`src/core/lsf_pkg.sv`:
```
// Package: register map, field positions and reset values of the limit block
package lsf_pkg;

  // Byte addresses of the control, alert, status and fault registers
  localparam logic [7:0] LSF_ADDR_CTRL   = 8'h00;
  localparam logic [7:0] LSF_ADDR_ALERT  = 8'h01;
  localparam logic [7:0] LSF_ADDR_STATUS = 8'h02;
  localparam logic [7:0] LSF_ADDR_FAULT  = 8'h03;

  // Base addresses of the channel groups (value, max, min, MSB first)
  localparam logic [7:0] LSF_POWER_BASE = 8'h04;
  localparam logic [7:0] LSF_SENSE_BASE = 8'h10;
  localparam logic [7:0] LSF_VIN_BASE   = 8'h18;
  localparam logic [7:0] LSF_AUX_BASE   = 8'h20;

  // Data widths and byte counts of the two register formats
  localparam int LSF_MEAS_W   = 12;
  localparam int LSF_MEAS_NB  = 2;
  localparam int LSF_POWER_W  = 24;
  localparam int LSF_POWER_NB = 3;

  // Control register fields and reset value
  localparam int         LSF_TEST_WRITE_ENABLE_BIT     = 4;
  localparam int         LSF_VOLTAGE_SOURCE_SELECT_BIT = 2;
  localparam logic [7:0] LSF_CTRL_RST                  = 8'h05;
  localparam logic [7:0] LSF_CTRL_WMASK                = 8'hF7;

  // Alert enable reset value
  localparam logic [7:0] LSF_ALERT_RST = 8'h00;

  // Status and fault bit positions, same order in both registers
  localparam int LSF_POWER_OVER_BIT  = 7;
  localparam int LSF_POWER_UNDER_BIT = 6;
  localparam int LSF_SHUNT_OVER_BIT  = 5;
  localparam int LSF_SHUNT_UNDER_BIT = 4;
  localparam int LSF_INPUT_OVER_BIT  = 3;
  localparam int LSF_INPUT_UNDER_BIT = 2;
  localparam int LSF_AUX_OVER_BIT    = 1;
  localparam int LSF_AUX_UNDER_BIT   = 0;
  localparam logic [7:0] LSF_STATUS_RST = 8'h00;
  localparam logic [7:0] LSF_FAULT_RST  = 8'h00;

  // Converter channel tags for 12-bit results
  typedef enum logic [1:0] {
    LSF_CH_SENSE,
    LSF_CH_VIN,
    LSF_CH_AUX
  } lsf_meas_ch_t;

endpackage : lsf_pkg

```
`src/core/lsf_chan_if.sv`:
```
// Interface: one channel's values and live comparison toward the top
`timescale 1ns/10ps
interface lsf_chan_if #(
  parameter int W = 12
);
  logic [W-1:0] value;
  logic [W-1:0] max_thr;
  logic [W-1:0] min_thr;
  logic         next_over;
  logic         next_under;
  logic         stored;
  logic         rd_hit;
  logic [7:0]   rd_byte;

  modport chan (
    output value, max_thr, min_thr, next_over, next_under, stored,
    output rd_hit, rd_byte
  );
  modport top (
    input value, max_thr, min_thr, next_over, next_under, stored,
    input rd_hit, rd_byte
  );
endinterface : lsf_chan_if

```
`src/core/lsf_limit_status_fault.sv`:
```
// Top: limit compare, live status, sticky faults and register port
// How it works
// Power over bit is 1 while power exceeds its maximum threshold.
// Power under bit is 1 while power is below its minimum threshold.
// Sense over and under bits follow live comparison with thresholds.
// Input-voltage over and under bits follow live comparison.
// Auxiliary over bit is 1 while auxiliary exceeds its maximum.
// Auxiliary under bit is 1 while auxiliary is below its minimum.
// Live status reads at address 02h, power pair high, auxiliary low.
// Power fault bits latch on a crossing and stay set until written 0.
// Sense and input faults latch on crossings, zero only if none seen since reset or a write of 0.
// Auxiliary fault bits latch when auxiliary crossed a threshold.
// Fault register at 03h is read/write, same order as status.
// Twelve-bit registers carry value bits 11..4 in their high byte.
// Low byte holds bits 3..0 on top, lower nibble reads zero.
// Twenty-four-bit power groups carry bits 23..16 in first byte.
// Power groups carry bits 15..8 in the middle byte.
// Power groups carry bits 7..0 in the last byte.
// Host sets test mode before writing twelve-bit result registers.
// Host sets test mode before writing power result registers.
// Source select 1 computes power inside, 0 leaves it to host.
// Alert raised only for crossings whose enable bit is 1.
// Test mode halts converter updates and opens result writes.
// Writing 0 clears a fault bit, writing 1 leaves it.
// Status and faults update in the cycle the result is stored.
`timescale 1ns/10ps
module lsf_limit_status_fault
  import lsf_pkg::*;
(
  // Clock and reset
  input  wire logic          core_clk,
  input  wire logic          arst_n,
  // Register port from the serial engine
  input  wire logic [7:0]    reg_addr,
  input  wire logic          reg_wr,
  input  wire logic [7:0]    reg_wdata,
  input  wire logic          reg_rd,
  output logic      [7:0]    reg_rdata,
  // Converter results
  input  wire logic          meas_stb,
  input  wire lsf_meas_ch_t  meas_chan,
  input  wire logic [11:0]   meas_data,
  input  wire logic          power_stb,
  input  wire logic [23:0]   power_data,
  // Controls toward converter and alert pin logic
  output logic               test_write_enable,
  output logic               voltage_source_select,
  output logic               alert_request
);

  ////////////////////////////////////////////////////////////////////////
  // Registers
  logic [7:0] ctrl;
  logic [7:0] alert_enable;
  logic [7:0] live_limit_status;
  logic [7:0] sticky_limit_faults;

  lsf_chan_if #(.W(LSF_POWER_W)) pw_if ();
  lsf_chan_if #(.W(LSF_MEAS_W))  se_if ();
  lsf_chan_if #(.W(LSF_MEAS_W))  vi_if ();
  lsf_chan_if #(.W(LSF_MEAS_W))  ax_if ();

  ////////////////////////////////////////////////////////////////////////
  // Decode
  wire logic test_mode = ctrl[LSF_TEST_WRITE_ENABLE_BIT];
  wire logic vsrc      = ctrl[LSF_VOLTAGE_SOURCE_SELECT_BIT];
  wire logic ctrl_wr   = reg_wr && reg_addr == LSF_ADDR_CTRL;
  wire logic alert_wr  = reg_wr && reg_addr == LSF_ADDR_ALERT;
  wire logic fault_wr  = reg_wr && reg_addr == LSF_ADDR_FAULT;

  // Converter strobes per channel; power only when computed inside
  wire logic se_stb = meas_stb && meas_chan == LSF_CH_SENSE;
  wire logic vi_stb = meas_stb && meas_chan == LSF_CH_VIN;
  wire logic ax_stb = meas_stb && meas_chan == LSF_CH_AUX;
  wire logic pw_stb = power_stb && vsrc;

  ////////////////////////////////////////////////////////////////////////
  // Channels: storage, byte layout and the test-mode write guard
  lsf_chan #(.W(LSF_POWER_W), .NB(LSF_POWER_NB), .BASE(LSF_POWER_BASE))
  u_power (
    .core_clk   (core_clk),
    .arst_n     (arst_n),
    .host_wr    (reg_wr),
    .host_addr  (reg_addr),
    .host_wdata (reg_wdata),
    .test_mode  (test_mode),
    .meas_stb   (pw_stb),
    .meas_data  (power_data),
    .ch         (pw_if)
  );

  lsf_chan #(.W(LSF_MEAS_W), .NB(LSF_MEAS_NB), .BASE(LSF_SENSE_BASE))
  u_sense (
    .core_clk   (core_clk),
    .arst_n     (arst_n),
    .host_wr    (reg_wr),
    .host_addr  (reg_addr),
    .host_wdata (reg_wdata),
    .test_mode  (test_mode),
    .meas_stb   (se_stb),
    .meas_data  (meas_data),
    .ch         (se_if)
  );

  lsf_chan #(.W(LSF_MEAS_W), .NB(LSF_MEAS_NB), .BASE(LSF_VIN_BASE))
  u_vin (
    .core_clk   (core_clk),
    .arst_n     (arst_n),
    .host_wr    (reg_wr),
    .host_addr  (reg_addr),
    .host_wdata (reg_wdata),
    .test_mode  (test_mode),
    .meas_stb   (vi_stb),
    .meas_data  (meas_data),
    .ch         (vi_if)
  );

  lsf_chan #(.W(LSF_MEAS_W), .NB(LSF_MEAS_NB), .BASE(LSF_AUX_BASE))
  u_aux (
    .core_clk   (core_clk),
    .arst_n     (arst_n),
    .host_wr    (reg_wr),
    .host_addr  (reg_addr),
    .host_wdata (reg_wdata),
    .test_mode  (test_mode),
    .meas_stb   (ax_stb),
    .meas_data  (meas_data),
    .ch         (ax_if)
  );

  ////////////////////////////////////////////////////////////////////////
  // Live status from the values the next edge stores
  wire logic [7:0] next_status = {
    pw_if.next_over, pw_if.next_under,
    se_if.next_over, se_if.next_under,
    vi_if.next_over, vi_if.next_under,
    ax_if.next_over, ax_if.next_under
  };

  // Faults set only when a new result lands, so threshold edits alone
  // do not record faults that no measurement ever showed
  wire logic [7:0] store_mask = {
    {2{pw_if.stored}}, {2{se_if.stored}},
    {2{vi_if.stored}}, {2{ax_if.stored}}
  };
  wire logic [7:0] fault_set  = store_mask & next_status;

  // Write of 0 clears, write of 1 keeps; a same-cycle set wins
  wire logic [7:0] fault_keep = fault_wr ?
                                (sticky_limit_faults & reg_wdata) :
                                sticky_limit_faults;
  wire logic [7:0] next_fault = fault_keep | fault_set;

  wire logic [7:0] next_ctrl  = ctrl_wr ? (reg_wdata & LSF_CTRL_WMASK) :
                                ctrl;
  wire logic [7:0] next_alert = alert_wr ? reg_wdata : alert_enable;

  ////////////////////////////////////////////////////////////////////////
  // Read data selection; unmapped addresses read zero
  wire logic [7:0] rd_byte =
    (reg_addr == LSF_ADDR_CTRL)   ? ctrl                :
    (reg_addr == LSF_ADDR_ALERT)  ? alert_enable        :
    (reg_addr == LSF_ADDR_STATUS) ? live_limit_status   :
    (reg_addr == LSF_ADDR_FAULT)  ? sticky_limit_faults :
    pw_if.rd_hit ? pw_if.rd_byte :
    se_if.rd_hit ? se_if.rd_byte :
    vi_if.rd_hit ? vi_if.rd_byte :
    ax_if.rd_hit ? ax_if.rd_byte : 8'h00;

  ////////////////////////////////////////////////////////////////////////
  // Control and alert enable registers
  always_ff @(posedge core_clk or negedge arst_n) begin
    if (!arst_n) begin
      ctrl         <= LSF_CTRL_RST;
      alert_enable <= LSF_ALERT_RST;
    end else begin
      ctrl         <= next_ctrl;
      alert_enable <= next_alert;
    end
  end

  // Status and faults move in the same edge as the result registers
  always_ff @(posedge core_clk or negedge arst_n) begin
    if (!arst_n) begin
      live_limit_status   <= LSF_STATUS_RST;
      sticky_limit_faults <= LSF_FAULT_RST;
    end else begin
      live_limit_status   <= next_status;
      sticky_limit_faults <= next_fault;
    end
  end

  // Alert from recorded faults that are enabled
  always_ff @(posedge core_clk or negedge arst_n) begin
    if (!arst_n) begin
      alert_request <= 1'b0;
    end else begin
      alert_request <= |(next_fault & next_alert);
    end
  end

  // Read data holds until the next read
  always_ff @(posedge core_clk or negedge arst_n) begin
    if (!arst_n) begin
      reg_rdata <= 8'h00;
    end else if (reg_rd) begin
      reg_rdata <= rd_byte;
    end
  end

  // Control outputs straight from the control flops
  assign test_write_enable     = ctrl[LSF_TEST_WRITE_ENABLE_BIT];
  assign voltage_source_select = ctrl[LSF_VOLTAGE_SOURCE_SELECT_BIT];

  wire logic vi_lo_rd = reg_rd && reg_addr == LSF_VIN_BASE + 8'h01;
  wire logic vi_val_wr = reg_wr && reg_addr == LSF_VIN_BASE;
endmodule : lsf_limit_status_fault

```
`src/core/lsf_byte_view.sv`:
```
// Byte view: left-justifies a value and picks one byte, MSB byte first
`timescale 1ns/10ps
module lsf_byte_view #(
  parameter int W  = 12,
  parameter int NB = 2
) (
  // Value and lane
  input  wire logic [W-1:0] value,
  input  wire logic [1:0]   lane,
  // Selected byte
  output logic      [7:0]   byte_out
);
  localparam int PW = NB * 8;

  // Unused low bits of the last byte read as zero
  wire logic [PW-1:0] just = PW'(value) << (PW - W);

  assign byte_out = just[(NB - 1 - int'(lane)) * 8 +: 8];
endmodule : lsf_byte_view

```
`src/core/lsf_chan.sv`:
```
// Channel: result and thresholds with byte access and live comparison
`timescale 1ns/10ps
module lsf_chan
  import lsf_pkg::*;
#(
  parameter int         W    = 12,
  parameter int         NB   = 2,
  parameter logic [7:0] BASE = 8'h10
) (
  // Clock and reset
  input  wire logic         core_clk,
  input  wire logic         arst_n,
  // Host byte port
  input  wire logic         host_wr,
  input  wire logic [7:0]   host_addr,
  input  wire logic [7:0]   host_wdata,
  // Converter side
  input  wire logic         test_mode,
  input  wire logic         meas_stb,
  input  wire logic [W-1:0] meas_data,
  // Toward the top
  lsf_chan_if.chan          ch
);
  localparam int         PW   = NB * 8;
  localparam logic [7:0] SPAN = 8'(3 * NB);
  localparam logic [7:0] NB8  = 8'(NB);

  // Field 0 is the result, 1 the maximum, 2 the minimum threshold
  logic [W-1:0] fld      [3];
  logic [W-1:0] next_fld [3];
  logic [7:0]   view     [3];

  function automatic logic [W-1:0] put_byte(input logic [W-1:0] v,
                                            input logic [1:0]   ln,
                                            input logic [7:0]   d);
    logic [PW-1:0] p;
    p = PW'(v) << (PW - W);
    p[(NB - 1 - int'(ln)) * 8 +: 8] = d;
    return p[PW-1 -: W];
  endfunction : put_byte

  // Address decode, shared by writes and reads
  wire logic [7:0] rel     = host_addr - BASE;
  wire logic       in_rng  = rel < SPAN;
  wire logic [1:0] fld_sel = 2'(rel / NB8);
  wire logic [1:0] lane    = 2'(rel % NB8);
  wire logic       wr_hit  = host_wr && in_rng;
  // Result bytes accept host data only in test mode
  wire logic       wr_ok   = wr_hit && (fld_sel != 2'h0 || test_mode);
  // Converter results are ignored while test mode halts it
  wire logic       take    = meas_stb && !test_mode;

  // Next values: converter result or host byte merge
  always_comb begin
    next_fld = fld;
    if (take) begin
      next_fld[0] = meas_data;
    end
    if (wr_ok) begin
      next_fld[fld_sel] = put_byte(fld[fld_sel], lane, host_wdata);
    end
  end

  // Maximum resets open so no limit trips before software sets it
  always_ff @(posedge core_clk or negedge arst_n) begin
    if (!arst_n) begin
      fld[0] <= '0;
      fld[1] <= '1;
      fld[2] <= '0;
    end else begin
      fld <= next_fld;
    end
  end

  // Byte views of the three fields for reads
  for (genvar f = 0; f < 3; f++) begin : g_view
    lsf_byte_view #(.W(W), .NB(NB)) u_view (
      .value    (fld[f]),
      .lane     (lane),
      .byte_out (view[f])
    );
  end

  // Comparisons on the values that the next edge stores
  assign ch.value      = fld[0];
  assign ch.max_thr    = fld[1];
  assign ch.min_thr    = fld[2];
  assign ch.next_over  = next_fld[0] > next_fld[1];
  assign ch.next_under = next_fld[0] < next_fld[2];
  assign ch.stored     = take || (wr_ok && fld_sel == 2'h0);
  assign ch.rd_hit     = in_rng;
  assign ch.rd_byte    = (fld_sel == 2'h2) ? view[2] :
                         (fld_sel == 2'h1) ? view[1] : view[0];
endmodule : lsf_chan

```
`config.mk`:
```
export PLATFORM = sky130hd
export DESIGN_NAME = lsf_limit_status_fault
export DESIGN_NICKNAME = d
export VERILOG_FILES = /design/src/core/lsf_pkg.sv /design/src/core/lsf_chan_if.sv /design/src/core/lsf_limit_status_fault.sv /design/src/core/lsf_byte_view.sv /design/src/core/lsf_chan.sv
export SDC_FILE = /design/constraint.sdc
export NUM_CORES = 1
export LEC_CHECK = 0
export BUFFER_PORTS_ARGS = -buffer_cell sky130_fd_sc_hd__buf_2
export CORE_UTILIZATION = 65
export CTS_CLUSTER_SIZE = 30
export DETAILED_ROUTE_END_ITERATION = 8
export PLACE_DENSITY = 0.83
export SYNTH_ARGS = -nofsm -noshare
export SYNTH_HDL_FRONTEND = slang
export SYNTH_SLANG_ARGS = --single-unit
export TNS_END_PERCENT = 50
```
`constraint.sdc`:
```
create_clock -name core_clk -period 11.3 [get_ports core_clk]
set_clock_uncertainty 0.1 [all_clocks]
set_input_delay 0 -clock core_clk [delete_from_list [all_inputs] [get_ports core_clk]]
set_output_delay 0 -clock core_clk [all_outputs]
set_load 0.005 [all_outputs]
```
**Yosys cells after proc, flatten, opt, wreduce, memory -nomap -nowiden**

Index checks and enable logic that the tools add are counted.

- Bits in latches: 0
- Word-level logic and storage cells: 194
- Memory bits (read-only): 0
- Bits in writable memories: 0
- Memories kept: 0
- Flip-flop bits (word level): 220

- Mux-type cells: 54
- Bitwise gates (word level): 8
- Equal/unequal tests: 13
- Div/mod/pow operators: 2
- Reduce and logical (&&, ||, !) cells: 47
- $add $sub $neg: 12
- Magnitude comparators: 20
- $mul: 0
- Shift operators: 20

Operators with widths:

| operator | number |
|---|---|
| $shiftx A16 B32 Y8 | 6 |
| $mux W12 | 12 |
| $mux W8 | 18 |
| $bwmux W36 | 3 |
| $mux W36 | 3 |
| $neg A32 Y33 | 3 |
| $shift A8 B33 Y16 const A | 3 |
| $shiftx A8 B33 Y16 | 3 |
| $mux W24 | 4 |
| $shiftx A24 B32 Y8 | 3 |
| $bmux W12 S2 | 3 |
| $bwmux W72 | 1 |
| $demux W12 S2 | 3 |
| $mux W72 | 1 |
| $bmux W24 S2 | 1 |
| $bwmux W16 | 3 |
| $demux W24 S2 | 1 |
| $shiftx A16 B5 Y8 | 3 |
| $gt A12 B12 Y1 | 3 |
| $lt A12 B12 Y1 | 3 |
| $neg A5 Y33 | 1 |
| $shift A8 B33 Y24 const A | 1 |
| $shiftx A8 B33 Y24 | 1 |
| $logic_and A1 B1 Y1 | 27 |
| 27 further kinds | 66 |

**Longest topological paths before layout**

Gate-level depths: netlist of run 1.

- Word-level depth: 14
- Depth in mapped cells: 49

**Modules after synthesis**

From an unflattened synthesis of run 1, not the netlist that was laid out.

- Cell total of the unflattened synthesis: 2119
- Area total of the unflattened synthesis: 19656.4 um^2

Modules (own cells, without submodules):

| module | instances | area each (um^2) | cells each |
|---|---|---|---|
| lsf_chan at u_power | 1 | 6972.9 | 754 |
| lsf_chan at u_vin | 1 | 3103.0 | 307 |
| lsf_chan at u_sense | 1 | 2936.6 | 280 |
| lsf_chan at u_aux | 1 | 2766.4 | 299 |
| lsf_limit_status_fault | 1 | 2344.7 | 256 |
| lsf_byte_view at u_aux.g_view[0].u_view ... | 9 | 97.6 | 14 |
| lsf_byte_view at u_power.g_view[0].u_view ... | 2 | 197.7 | 30 |
| lsf_byte_view at u_power.g_view[2].u_view | 1 | 259.0 | 37 |

**Worst setup path after synthesis of run 1**

OpenSTA, ideal clock, no wires.

- Path type: input-to-reg
- From: in reg_addr[2]
- To: reg alert_request
- Cell stages on the path: 46
- Required time: 11058 ps
- Path buffers: 9
- Data arrival time: 8031 ps
- Slack: 3027 ps
- Setup time: 142 ps
- Cell sequence: clkbuf_1 > inv_1 > clkbuf_1 > buf_1 > buf_1 > ha_1 > nor3b_2 > xnor2_1 > o32a_1 > a22o_1 > buf_2 > nand2_1 > o21ai_0 > ha_1 > buf_1 > or2_2 > o31a_1 > buf_6 > [... 10 more ...] > nand2_1 > nor2_1 > a21oi_1 > o21ai_0 > ha_1 > a21oi_1 > nor2b_1 > o21ai_0 > a21boi_0 > o21a_1 > o21a_1 > o21ai_0 > nand2_1 > o21ai_0 > a32oi_1 > a21bo_2 > a221oi_1 > o311ai_1

RTL lines:

| element | line | source |
|---|---|---|
| start, declared | lsf_limit_status_fault.sv:34 | `input wire logic [7:0] reg_addr,` |
| end signal, assigned | lsf_limit_status_fault.sv:198 | `alert_request <= \|(next_fault & next_alert);` |
| end, declared | lsf_limit_status_fault.sv:48 | `output logic alert_request` |

==> tab_implementation.tex, run 1 <==
\begin{tabular}{lr}
\hline
Metric & Value \\
\hline
\multicolumn{2}{l}{\textbf{Outcome}} \\
\quad Status & complete, no violations \\
\multicolumn{2}{l}{\textbf{Routing}} \\
\quad Wire length on met2 & 23.20 mm \\
\quad Highest routing layer actually used & met5 \\
\quad Routed length per instance & between 20 and 25 microns \\
\quad Violation count after the first detailed-route iteration & about 2.3k \\
\quad Met1 WL & $\sim$21 mm \\
\quad Met3 layer wire length in the routed design & between 6 and 7 mm \\
\quad Post-DR vias/cell & 6.849 \\
\quad DRC & 0 \\
\quad Antenna viol nets, final & 0 \\
\quad Number of iterations in the first detailed-routing pass & 7 \\
\quad Final wirelength & between 50 and 60 mm \\
\quad Routed vias & between 15k and 20k \\
\multicolumn{2}{l}{\textbf{CTS}} \\
\quad Clock buffers created by TritonCTS & 25 \\
\quad CTS sink cnt & 220 \\
\quad Register clock-pin slew on the reported worst setup and hold paths & 60 ps \\
\quad Clk Latency, worst-skew pair & about 540 ps \\
\quad Hold buffers post-CTS & between 50 and 60 \\
\quad Post-cts resize count & 0 \\
\quad H-Tree Depth & 1 \\
\quad Clock tree from TritonCTS & done \\
\quad Max Root-Sink Buffers & 3 \\
\quad CTS Root Cell & sky130\_fd\_sc\_hd\_\_clkbuf\_16 \\
\quad Setup repair bufs after CTS & 0 \\
\multicolumn{2}{l}{\textbf{Critical path}} \\
\quad Biggest cell delay along the critical path & 580 ps \\
\quad Critical-path maximum fanout & 31 \\
\quad Type of element capturing the critical path & flip-flop \\
\quad Data required time at the worst endpoint & about 12,000 ps \\
\quad Launching point of the worst reg2reg path & ctrl[4] \\
\quad First element of the critical path & reg\_addr[2] \\
\quad Critical path arrival & about 9800 ps \\
\quad Startpoint-to-endpoint class of the critical path & in2reg \\
\quad Cell repeated most along the worst path & sky130\_fd\_sc\_hd\_\_ha\_1 \\
\quad Number of cell instances on the worst register-to-register path & 17 \\
\quad Sort of element at the start of the critical path & input port \\
\quad Cell with the largest stage delay on the worst path & sky130\_fd\_sc\_hd\_\_and4\_1 \\
\multicolumn{2}{l}{\textbf{Floorplanning}} \\
\quad Area inside the core boundary & approximately 25,000 sq um \\
\quad Starting utilization of the core area & 0.6619 \\
\quad Count of boundary I/O pins & 71 \\
\quad Rows & between 50 and 60 \\
\quad Die span in y & 162.1 microns \\
\quad Die Footprint & approximately 26,000 sq um \\
\quad Width of the chip & between 150 and 200 microns \\
\multicolumn{2}{l}{\textbf{Synth}} \\
\quad Distinct cells, synth & between 80 and 90 \\
\quad Post-synthesis cell area & about 17,000 sq um \\
\quad Top cell type's share of synthesized area & 0.2372 \\
\quad Compound-Gate Fraction of Synth Area & 0.2165 \\
\quad Proportion of register bits with asynchronous set or reset after synthesis & 1.000 \\
\quad Cell taking the most area after synthesis & sky130\_fd\_sc\_hd\_\_dfrtp\_1 \\
\quad Synthesized netlist net count & roughly 2.1k \\
\quad Largest family of logic cells by synthesized area & compound AO/OA/AOI/OAI gates \\
\quad Post-Syn Instances & $\sim$1.9k \\
\quad Top area cells in the synthesized netlist & sky130\_fd\_sc\_hd\_\_dfrtp\_1 24\%, sky130\_fd\_sc\_hd\_\_dfstp\_2 9.8\%, sky130\_fd\_sc\_hd\_\_ha\_1 9.8\% \\
\quad Top flip-flop cell by instance count after synthesis & sky130\_fd\_sc\_hd\_\_dfrtp\_1 \\
\quad Share of the yosys chip area belonging to registers & 0.3349 \\
\quad Total of warnings raised by yosys & 0 \\
\quad Fraction of synthesized cell area in xor and xnor cells & 0.009008 \\
\quad Avg Inst Size Synth & between 8 and 9 sq um \\
\quad Multiplexer fraction of the synthesized cell area & 0.1540 \\
\quad Simple-gate portion of the synthesized area & 0.1305 \\
\quad Area share of fa/ha/maj cells after synthesis & 0.09758 \\
\quad Number of synthesized flops with an enable pin & 0 \\
\quad Synthesized flop and latch total & between 200 and 250 \\
\multicolumn{2}{l}{\textbf{Placement}} \\
\quad HPWL Detailed & roughly 37 mm \\
\quad Placer congestion estimate & 1.007 \\
\quad Area after DPL & 17,260 sq um \\
\quad I/O Buffers & 70 \\
\multicolumn{2}{l}{\textbf{Power and ir drop}} \\
\quad Switching share of total power & 0.3910 \\
\quad Cell area power density & roughly 170 nW/um\^{}2 \\
\quad Internal Dissipation & 1.875 mW \\
\quad PnR Total Power & roughly 3.1 mW \\
\quad Clk pwr share & 0.259 \\
\quad Power share of the combinational group & 0.409 \\
\quad Sw Pwr & approximately 1.2 mW \\
\quad Leak Pwr & approximately 8.4 nW \\
\quad Sequential Power Share & 0.332 \\
\quad Largest vdd supply drop & around 0.00013 V \\
\multicolumn{2}{l}{\textbf{Cells and area}} \\
\quad Number of fill cells in the layout & 1,799 \\
\quad Antenna Cells & 0 \\
\quad Commonest non-fill, non-tap cells in the layout & 163 x sky130\_fd\_sc\_hd\_\_nor2\_1, 158 x sky130\_fd\_sc\_hd\_\_dfrtp\_1, 155 x sky130\_fd\_sc\_hd\_\_nand2\_1, 151 x sky130\_fd\_sc\_hd\_\_a21oi\_1, 130 x sky130\_fd\_sc\_hd\_\_ha\_1 \\
\quad Cell area after layout & 18,590 sq um \\
\quad Area growth syn-to-layout & 11.52\% \\
\quad Fraction of final layout cells sized beyond drive strength 1 & 0.1824 \\
\quad \# nets final & approximately 2.1k \\
\quad Most common library cell in the layout ignoring fill and taps & sky130\_fd\_sc\_hd\_\_nor2\_1 \\
\multicolumn{2}{l}{\textbf{Run}} \\
\quad Number of maximum-capacitance violations & 0 \\
\multicolumn{2}{l}{\textbf{Timing}} \\
\quad Actual transition at the worst max-transition pin & approximately 1200 ps \\
\quad Remaining max-slew budget at the tightest pin & 0.2130 \\
\quad Fin Setup TNS & 0 ps \\
\quad Clock period minus final worst setup slack & between 9000 and 10,000 ps \\
\quad Final count of pins violating max slew & 0 \\
\quad Unrepaired setup endpoints after global routing & no \\
\quad Highest Clock Rate & between 100 and 150 MHz \\
\quad Total setup violations reported at the end of the flow & 0 \\
\quad Period utilisation layout & 0.8413 \\
\quad Endpoints failing hold & 0 \\
\multicolumn{2}{l}{\textbf{Hold path}} \\
\quad Hold depth & 5 \\
\quad Worst min-delay path category & in2reg \\
\quad Beginning of the worst hold path & meas\_chan[0] \\
\multicolumn{2}{l}{\textbf{Global routing}} \\
\quad Total congestion overflow & 0 \\
\quad Maximum number of pins on one net before global-route repair & 77 \\
\quad Global routing usage summed across all routing layers & 0.4107 \\
\quad Wire length of the first global-routing pass & $\sim$84 mm \\
\quad Number of antenna violations at the first check in global routing & 1 \\
\quad Vias in the first global route & about 15k \\
\hline
\end{tabular}
[area by class of cell]
| cell class | instances | area (sq um) | share of cell area |
|---|---|---|---|
| tap | 330 | 412.9 | 0.02221 |
| timing repair buffer | 155 | 1156 | 0.06219 |
| clock buffer | 41 | 755.7 | 0.04065 |
| inverter | 127 | 476.7 | 0.02564 |
| multi-input combinational | 1416 | 10180 | 0.5479 |
| clock inverter | 4 | 20.02 | 0.001077 |
| sequential | 220 | 5583 | 0.3003 |
[path summary, 6_finish.rpt]
| kind | to | slack, ps |
|---|---|---|
| max in group asynchronous | u_aux.ch.min_thr[0] | 9990 |
| min in group asynchronous | u_power.ch.max_thr[18] | 70 |
| worst max-delay path | alert_request | 1790 |
| worst max register to register | alert_request | 5930 |
| worst min-delay path | sticky_limit_faults[4] | 40 |
| worst min register to register | ctrl[7] | 380 |
[stage by stage]
step / setup slack [ps] / hold slack, ps / instances / util
after floorplan: 3027 / -395.6 / 1876 / -
after global placement: 1985 / -86.98 / 2194 / 0.6852
after detailed placement: 1671 / -82.69 / 2194 / 0.6852
after CTS: 2145 / 9.635 / 2293 / 0.7382
after global routing: 1300 / 62.10 / 2293 / 0.7382
final: 1794 / 37.10 / 2293 / 0.7382
[synthesized netlist by cell type, drive strengths merged, types with 9 or more instances]
master,instances
nor2,165
dfrtp,158
nand2,157
a21oi,156
o21ai,143
mux2i,131
ha,130
inv,127
mux2,99
clkbuf,73
dfstp,62
a21o,61
buf,40
nand4,35
o21a,34
nor2b,30
nor3,30
a211oi,24
o22ai,20
nand2b,17
xnor2,14
a31oi,12
nand3,11
o211ai,11
o2bb2ai,9
[power groups by stage]
| stage | Combinational (mW) | Clock, mW | Sequential [mW] |
|---|---|---|---|
| after global routing | 1.36 | 0.828 | 1.03 |
| after detailed placement | 1.18 | 0 | 1.03 |
| after CTS | 1.21 | 0.801 | 1.01 |
| final | 1.26 | 0.797 | 1.02 |
| after floorplan | 0.856 | 0 | 0.995 |
| after global placement | 1.15 | 0 | 1.02 |
[layer usage]
metal  track usage  vias up
li1              -     6914
met2        0.6176     1068
met4        0.1814        2
met5             0        -
met3        0.1134      215
met1        0.5527     7506
[cells by family (layout without fill, tap and decap cells)]
kind of cell               after synthesis  after routing
AOI/OAI and AO/OA                      558            558
xor gates and xnor gates                15             15
adders and majority gates              130            130
buffers and inverters                  240            327
DFF                                    220            220
muxes                                  235            235
and+or+nand+nor                        478            478
[critical path, delay by kind of cell]
family                   cells  cell delay (ps)
AO/OA/AOI/OAI               20             4240
buffers and inverters        7             1770
adder cells (fa/ha/maj)      5             1630
AND/OR/NAND/NOR              7             1330
XOR/XNOR                     2              510
multiplexers                 1              270
Note: power is estimated with default switching activity, not from simulation.
==> run 2, diff against run 1 <==
--- a/config.mk
+++ b/config.mk
@@ -6,10 +6,10 @@
 export NUM_CORES = 1
 export LEC_CHECK = 0
 export BUFFER_PORTS_ARGS = -buffer_cell sky130_fd_sc_hd__buf_2
-export CORE_UTILIZATION = 65
+export CORE_UTILIZATION = 57
 export CTS_CLUSTER_SIZE = 30
 export DETAILED_ROUTE_END_ITERATION = 8
-export PLACE_DENSITY = 0.83
+export PLACE_DENSITY = 0.78
 export SYNTH_ARGS = -nofsm -noshare
 export SYNTH_HDL_FRONTEND = slang
 export SYNTH_SLANG_ARGS = --single-unit
==> constraint.sdc (replaced) <==
create_clock -name core_clk -period 7.7 [get_ports core_clk]
set_clock_uncertainty 0.1 [all_clocks]
set_input_delay 0 -clock core_clk [delete_from_list [all_inputs] [get_ports core_clk]]
set_output_delay 0 -clock core_clk [all_outputs]
set_load 0.005 [all_outputs]
==> run 2 against run 1 <==
The flow now finishes with violations (negative hold slack). Via count is 2.1% lower. Utilization is 7.0 points lower. Routed wire length is 1.2% lower. Critical endpoint unchanged. Largest cell class unchanged.
==> tab_implementation.tex, run 2 (same netlist as run 1, synthesis figures left out) <==
\begin{tabular}{lr}
\hline
Metric & Value \\
\hline
\multicolumn{2}{l}{\textbf{CTS}} \\
\quad Clock buffers created by TritonCTS & 27 (+8.0\%) \\
\quad CTS Root Cell & sky130\_fd\_sc\_hd\_\_clkbuf\_16 \\
\quad H-Tree Depth & 1 (unchanged) \\
\quad Clock tree from TritonCTS & done \\
\quad Register clock-pin slew on the reported worst setup and hold paths & 60 ps (about the same) \\
\quad Max Root-Sink Buffers & 3 (unchanged) \\
\quad CTS sink cnt & 220 (unchanged) \\
\quad Clk Latency, worst-skew pair & 550 ps (about the same) \\
\multicolumn{2}{l}{\textbf{Global routing}} \\
\quad Vias in the first global route & 15.04k (-1.2\%) \\
\quad Total congestion overflow & 0 (unchanged) \\
\quad Global routing usage summed across all routing layers & 0.3537 (-0.05705) \\
\quad Wire length of the first global-routing pass & 83.94 mm (-0.17\%) \\
\quad Maximum number of pins on one net before global-route repair & 96 (+25\%) \\
\quad Number of antenna violations at the first check in global routing & 2 (+1) \\
\multicolumn{2}{l}{\textbf{Floorplanning}} \\
\quad Rows & 62 (+6.9\%) \\
\quad Die span in y & 173.0 microns (+6.7\%) \\
\quad Width of the chip & 173.0 microns (+6.7\%) \\
\quad Count of boundary I/O pins & 71 (unchanged) \\
\quad Die Footprint & 29,930 sq um (+14\%) \\
\quad Starting utilization of the core area & 0.5807 (-0.08120) \\
\quad Area inside the core boundary & 28,700 sq um (+14\%) \\
\multicolumn{2}{l}{\textbf{Routing}} \\
\quad Antenna viol nets, final & 0 (unchanged) \\
\quad Routed length per instance & 22.23 microns (-5.3\%) \\
\quad Post-DR vias/cell & 6.425 (-6.2\%) \\
\quad Number of iterations in the first detailed-routing pass & 6 (-1) \\
\quad DRC & 0 (unchanged) \\
\quad Met3 layer wire length in the routed design & 5.324 mm (-20\%) \\
\quad Highest routing layer actually used & met5 \\
\quad Final wirelength & 53.16 mm (-1.2\%) \\
\quad Met1 WL & 22.34 mm (+5.1\%) \\
\quad Violation count after the first detailed-route iteration & 1,955 (-15\%) \\
\quad Routed vias & 15.37k (-2.1\%) \\
\quad Wire length on met2 & 22.90 mm (-1.3\%) \\
\multicolumn{2}{l}{\textbf{Power and ir drop}} \\
\quad Largest vdd supply drop & 0.0001933 V (+54\%) \\
\quad Leak Pwr & 8.701 nW (+3.4\%) \\
\quad Cell area power density & 247.3 nW/um\^{}2 (+49\%) \\
\quad PnR Total Power & 4.746 mW (+54\%) \\
\multicolumn{2}{l}{\textbf{Placement}} \\
\quad HPWL Detailed & 37.41 mm (+1.3\%) \\
\quad I/O Buffers & 70 (unchanged) \\
\quad Placer congestion estimate & 1.004 (-0.26\%) \\
\quad Number of placed instances with taps included & 2,289 (+4.3\%) \\
\multicolumn{2}{l}{\textbf{Cells and area}} \\
\quad Fraction of final layout cells sized beyond drive strength 1 & 0.2113 (+0.02889) \\
\quad Area growth syn-to-layout & 15.12\% \\
\quad Non-filler instance count after layout & 2,392 (+4.3\%) \\
\quad Most common library cell in the layout ignoring fill and taps & sky130\_fd\_sc\_hd\_\_nor2\_1 \\
\quad Fraction of the core area covered by cells at the end of the flow & 0.6685 (-0.06967) \\
\quad Commonest non-fill, non-tap cells in the layout & 161 x sky130\_fd\_sc\_hd\_\_nor2\_1, 158 x sky130\_fd\_sc\_hd\_\_dfrtp\_1, 155 x sky130\_fd\_sc\_hd\_\_nand2\_1, 151 x sky130\_fd\_sc\_hd\_\_a21oi\_1, 128 x sky130\_fd\_sc\_hd\_\_ha\_1 \\
\quad \# nets final & 2,177 (+2.0\%) \\
\multicolumn{2}{l}{\textbf{Run}} \\
\quad Number of maximum-capacitance violations & 0 (unchanged) \\
\multicolumn{2}{l}{\textbf{Critical path}} \\
\quad Data required time at the worst endpoint & 8050 ps (-3550 ps) \\
\quad Startpoint-to-endpoint class of the critical path & in2reg \\
\quad Critical-path maximum fanout & 7 (-77\%) \\
\quad Biggest cell delay along the critical path & 340 ps (-240 ps) \\
\quad Cell with the largest stage delay on the worst path & sky130\_fd\_sc\_hd\_\_o31a\_2 \\
\quad Critical path arrival & 7580 ps (-2220 ps) \\
\quad Sort of element at the start of the critical path & input port \\
\quad First element of the critical path & reg\_addr[3] \\
\quad Type of element capturing the critical path & flip-flop \\
\quad Launching point of the worst reg2reg path & ctrl[4] \\
\multicolumn{2}{l}{\textbf{Outcome}} \\
\quad Violations in the final reports & negative hold slack \\
\quad Status & finished, violations left \\
\multicolumn{2}{l}{\textbf{Timing}} \\
\quad Remaining max-slew budget at the tightest pin & 0.1199 (-0.09305) \\
\quad Endpoints failing hold & 15 (+15) \\
\quad Period utilisation layout & 0.9394 \\
\quad Final hold slack & -21.77 ps (-58.87 ps) \\
\quad Fin Setup TNS & 0 ps (unchanged) \\
\quad Highest Clock Rate & 138.2 MHz \\
\quad Total setup violations reported at the end of the flow & 0 (unchanged) \\
\quad Final count of pins violating max slew & 0 (unchanged) \\
\quad Clock period minus final worst setup slack & $\sim$7200 ps \\
\quad Actual transition at the worst max-transition pin & 1311 ps (+138.6 ps) \\
\multicolumn{2}{l}{\textbf{Hold path}} \\
\quad Worst min-delay path category & in2async \\
\hline
\end{tabular}
run 2: cell types whose count changed in the layout (fill, tap and decap cells not counted), sizes merged:
cell         delta
diode           +1
dlygate4sd3     -2
buf            +42
bufinv          +2
clkinvlp        +2
run 2: path summary, 6_finish.rpt:
kind,end,slack (ps),depth (start not counted)
hold reg to reg,ctrl[7],390,2
min in group core_clk,sticky_limit_faults[4],50,5
hold / removal,u_power.ch.value[20],-20,2
max in group asynchronous,u_sense.ch.min_thr[1],5340,4
setup / recovery,alert_request,470,38
setup reg to reg,alert_request,2620,16
run 2: critical path, delay by kind of cell:
family | cells | cell delay, ps
buffers and inverters | 3 | 290
XOR/XNOR | 1 | 180
AO/OA/AOI/OAI | 21 | 4420
AND/OR/NAND/NOR | 6 | 890
multiplexers | 2 | 560
adder cells (fa/ha/maj) | 5 | 1270
run 2: power by group:
group          switching (mW)  internal [mW]  leakage (nW)
Clock                   0.518          0.804         0.454
Sequential              0.136           1.36          2.68
Combinational            1.15          0.781          5.57
run 2: area by class of cell:
| type | count | area [sq um] |
|---|---|---|
| Fill cell | 2332 | 9514 |
| Timing Repair Buffer | 195 | 1456 |
| Tap cell | 384 | 480.5 |
| Clock inverter | 8 | 98.84 |
| Multi-Input combinational cell | 1416 | 10260 |
| Inverter | 127 | 476.7 |
| Sequential cell | 220 | 5583 |
| Clock buffer | 41 | 828.3 |
| Antenna cell | 1 | 2.502 |
run 2: repair_timing:
action / 4_1_cts / 5_1_grt
hold buffers: 51 / 0
resized for setup: 0 / 14
setup endpoints to repair: 0 / 4
endpoints found under the hold margin: 196 / 0
setup buffers: 0 / 2
run 2: metrics by stage:
stage / hold WS (ps) / setup slack [ps] / area, sq um
floorplan: -395.6 / 18.24 / 16710
global placement: -29.38 / -18.16 / 17680
detailed placement: -22.09 / -189.7 / 17680
CTS: 0.3305 / 332.4 / 19120
global route: 45.37 / -27.30 / 19190
finish: -21.77 / 466.7 / 19190
run 2: routing by layer:
metal,GRT usage,vias up
met1,0.4844,7334
met4,0.1652,4
li1,-,6997
met2,0.5323,837
met3,0.07938,196
met5,0,-
==> run 3, diff against run 2 <==
==> constraint.sdc (replaced) <==
create_clock -name core_clk -period 6.5 [get_ports core_clk]
set_clock_uncertainty 0.1 [all_clocks]
set_input_delay 0 -clock core_clk [delete_from_list [all_inputs] [get_ports core_clk]]
set_output_delay 0 -clock core_clk [all_outputs]
set_load 0.005 [all_outputs]
==> run 3 against run 2 <==
The flow now finishes without violations. Sequential power increased by 19%. Clock power increased by 21%. Critical path depth increased by 1. Setup slack got worse by 420 ps. Largest cell class unchanged. Highest routed layer unchanged.
==> tab_implementation.tex, run 3 (same netlist as run 1, synthesis figures left out) <==
\begin{tabular}{lr}
\hline
Metric & Value \\
\hline
\multicolumn{2}{l}{\textbf{Cells and area}} \\
\quad Cell area after layout & 20,810 sq um (+8.4\%) \\
\quad Commonest non-fill, non-tap cells in the layout & 220 x sky130\_fd\_sc\_hd\_\_buf\_4, 160 x sky130\_fd\_sc\_hd\_\_nor2\_1, 158 x sky130\_fd\_sc\_hd\_\_dfrtp\_1, 153 x sky130\_fd\_sc\_hd\_\_nand2\_1, 137 x sky130\_fd\_sc\_hd\_\_a21oi\_1 \\
\quad Area growth syn-to-layout & 24.84\% \\
\quad \# nets final & 2,336 (+7.3\%) \\
\quad Fraction of final layout cells sized beyond drive strength 1 & 0.2889 (+0.07762) \\
\quad Number of fill cells in the layout & 2,075 (-11\%) \\
\quad Most common library cell in the layout ignoring fill and taps & sky130\_fd\_sc\_hd\_\_buf\_4 \\
\multicolumn{2}{l}{\textbf{CTS}} \\
\quad Max Root-Sink Buffers & 3 (unchanged) \\
\quad Register clock-pin slew on the reported worst setup and hold paths & 60 ps (about the same) \\
\quad H-Tree Depth & 1 (unchanged) \\
\quad Clk Latency, worst-skew pair & 570 ps (+20 ps) \\
\quad CTS sink cnt & 220 (unchanged) \\
\quad Clock tree from TritonCTS & done \\
\quad CTS Root Cell & sky130\_fd\_sc\_hd\_\_clkbuf\_16 \\
\quad Clock buffers created by TritonCTS & 27 (unchanged) \\
\multicolumn{2}{l}{\textbf{Floorplanning}} \\
\quad Rows & 62 (unchanged) \\
\quad Die span in y & 173.0 microns (unchanged) \\
\quad Area inside the core boundary & 28,700 sq um (unchanged) \\
\quad Count of boundary I/O pins & 71 (unchanged) \\
\quad Width of the chip & 173.0 microns (unchanged) \\
\quad Die Footprint & 29,930 sq um (unchanged) \\
\quad Starting utilization of the core area & 0.5807 (unchanged) \\
\multicolumn{2}{l}{\textbf{Routing}} \\
\quad Routed length per instance & 22.32 microns (+0.44\%) \\
\quad Number of iterations in the first detailed-routing pass & 6 (unchanged) \\
\quad Post-DR vias/cell & 6.443 (+0.28\%) \\
\quad DRC & 0 (unchanged) \\
\quad Antenna viol nets, final & 0 (unchanged) \\
\quad Routed vias & 16.44k (+7.0\%) \\
\quad Violation count after the first detailed-route iteration & 1,807 (-7.6\%) \\
\quad Final wirelength & 56.97 mm (+7.2\%) \\
\multicolumn{2}{l}{\textbf{Hold path}} \\
\quad Worst min-delay path category & in2reg \\
\quad Hold Path Sink & reg\_rdata[6] \\
\quad Beginning of the worst hold path & reg\_addr[0] \\
\quad Hold depth & 6 \\
\multicolumn{2}{l}{\textbf{Timing}} \\
\quad Actual transition at the worst max-transition pin & 1023 ps (-287.8 ps) \\
\quad Fin Setup TNS & 0 ps (unchanged) \\
\quad Unrepaired setup endpoints after global routing & yes \\
\quad Clock period minus final worst setup slack & between 6000 and 7000 ps \\
\quad Final hold slack & 30.36 ps (+52.13 ps) \\
\quad Remaining max-slew budget at the tightest pin & 0.3143 (+0.1944) \\
\quad Final count of pins violating max slew & 0 (unchanged) \\
\quad Highest Clock Rate & about 150 MHz \\
\quad Endpoints failing hold & 0 (-15) \\
\quad Period utilisation layout & 0.9935 \\
\quad Total setup violations reported at the end of the flow & 0 (unchanged) \\
\multicolumn{2}{l}{\textbf{Global routing}} \\
\quad Global routing usage summed across all routing layers & 0.3757 (+0.02200) \\
\quad Wire length of the first global-routing pass & 89.47 mm (+6.6\%) \\
\quad Maximum number of pins on one net before global-route repair & 75 (-22\%) \\
\quad Vias in the first global route & 16.15k (+7.4\%) \\
\quad Total congestion overflow & 0 (unchanged) \\
\quad Number of antenna violations at the first check in global routing & 3 (+1) \\
\multicolumn{2}{l}{\textbf{Critical path}} \\
\quad Cell with the largest stage delay on the worst path & sky130\_fd\_sc\_hd\_\_o32a\_1 \\
\quad Cell repeated most along the worst path & sky130\_fd\_sc\_hd\_\_a21o\_1 \\
\quad Data required time at the worst endpoint & 6870 ps (-1180 ps) \\
\quad Launching point of the worst reg2reg path & ctrl[4] \\
\quad Worst r2r dst & alert\_request \\
\quad Sort of element at the start of the critical path & input port \\
\quad Setup slack of the most critical reg-to-reg path & 580 ps (-2040 ps) \\
\quad Critical path arrival & 6830 ps (-750 ps) \\
\quad Number of cell instances on the worst register-to-register path & 19 (+3) \\
\quad Biggest cell delay along the critical path & 410 ps (+70 ps) \\
\quad Startpoint-to-endpoint class of the critical path & in2reg \\
\quad Critical-path maximum fanout & 5 (-2) \\
\quad Type of element capturing the critical path & flip-flop \\
\multicolumn{2}{l}{\textbf{Placement}} \\
\quad HPWL Detailed & 39.78 mm (+6.3\%) \\
\quad Placer congestion estimate & 0.9865 (-1.8\%) \\
\quad Area after DPL & 18,780 sq um (+6.2\%) \\
\quad I/O Buffers & 70 (unchanged) \\
\multicolumn{2}{l}{\textbf{Run}} \\
\quad Number of maximum-capacitance violations & 0 (unchanged) \\
\multicolumn{2}{l}{\textbf{Power and ir drop}} \\
\quad Internal Dissipation & 3.805 mW (+29\%) \\
\quad Sequential Power Share & 0.292 (-0.023) \\
\quad Largest vdd supply drop & 0.0002392 V (+24\%) \\
\quad Cell area power density & 293.5 nW/um\^{}2 (+19\%) \\
\quad Leak Pwr & 9.516 nW (+9.4\%) \\
\quad Sw Pwr & 2.303 mW (+28\%) \\
\quad Power share of the combinational group & 0.446 (+0.040) \\
\quad Switching share of total power & 0.3770 (-0.002433) \\
\quad Clk pwr share & 0.262 (-0.017) \\
\multicolumn{2}{l}{\textbf{Outcome}} \\
\quad Status & complete, no violations \\
\hline
\end{tabular}
## run 3: how the worst max path moves through the flow
stage | startpoint | end | slack, ps | cells past startpoint
2_1_floorplan | reg_addr[2] | alert_request | -690 | 44
3_3_place_gp | reg_addr[3] | alert_request | -580 | 40
3_5_place_dp | reg_addr[3] | alert_request | -860 | 39
4_1_cts | reg_addr[3] | alert_request | 20 | 42
5_1_grt | reg_addr[3] | alert_request | -260 | 41
6_report | reg_addr[3] | alert_request | 40 | 39
## run 3: final cells by class
cell class,instances,area [sq um],area share
well taps,384,480.5,0.02309
inverters,127,491.7,0.02363
flip-flops and latches,220,5583,0.2683
clock buffers,37,743.2,0.03572
clock inverters,13,193.9,0.009320
multi-input cells,1416,10590,0.5089
repair buffers,354,2724,0.1309
diodes,1,2.502,0.0001203
## run 3: worst max-delay path, delay by kind of cell
family          cells  cell delay, ps
compound gates     20            3750
fa+ha+maj           5            1080
simple gates        5             620
buf+inv             5             500
mux                 2             450
xor+xnor            2             440
## run 3: what timing repair did
item / CTS / global route
hold buffers: 57 / 0
pin swaps: 15 / 45
resized for setup: 18 / 77
endpoints found under the hold margin: 179 / 0
buffers inserted: 7 / 12
endpoints found under the setup margin: 4 / 4
## run 3: power groups by stage
stage               Sequential (mW)  Clock, mW  Combinational, mW
floorplan                      1.73          0               1.52
global placement               1.78          0               2.35
detailed placement             1.79          0               2.40
CTS                            1.77       1.62               2.50
global route                   1.80       1.67               2.94
finish                         1.78       1.60               2.73
## run 3: through the flow
step,setup WS (ps),power (mW),instances,utilization
finish,42.20,6.108,2552,0.7250
CTS,18.73,5.888,2540,0.7123
detailed placement,-857.9,4.192,2426,0.6543
global route,-263.5,6.406,2551,0.7249
floorplan,-692.1,3.250,1876,-
global placement,-579.5,4.121,2426,0.6543
## run 3: layer usage
layer / vias to the layer above / GRT usage / share of wire
met5: - / 0 / 0.00072
met4: 6 / 0.1692 / 0.051
met3: 227 / 0.1093 / 0.11
met2: 974 / 0.5743 / 0.44
met1: 7907 / 0.4929 / 0.39
li1: 7328 / - / -
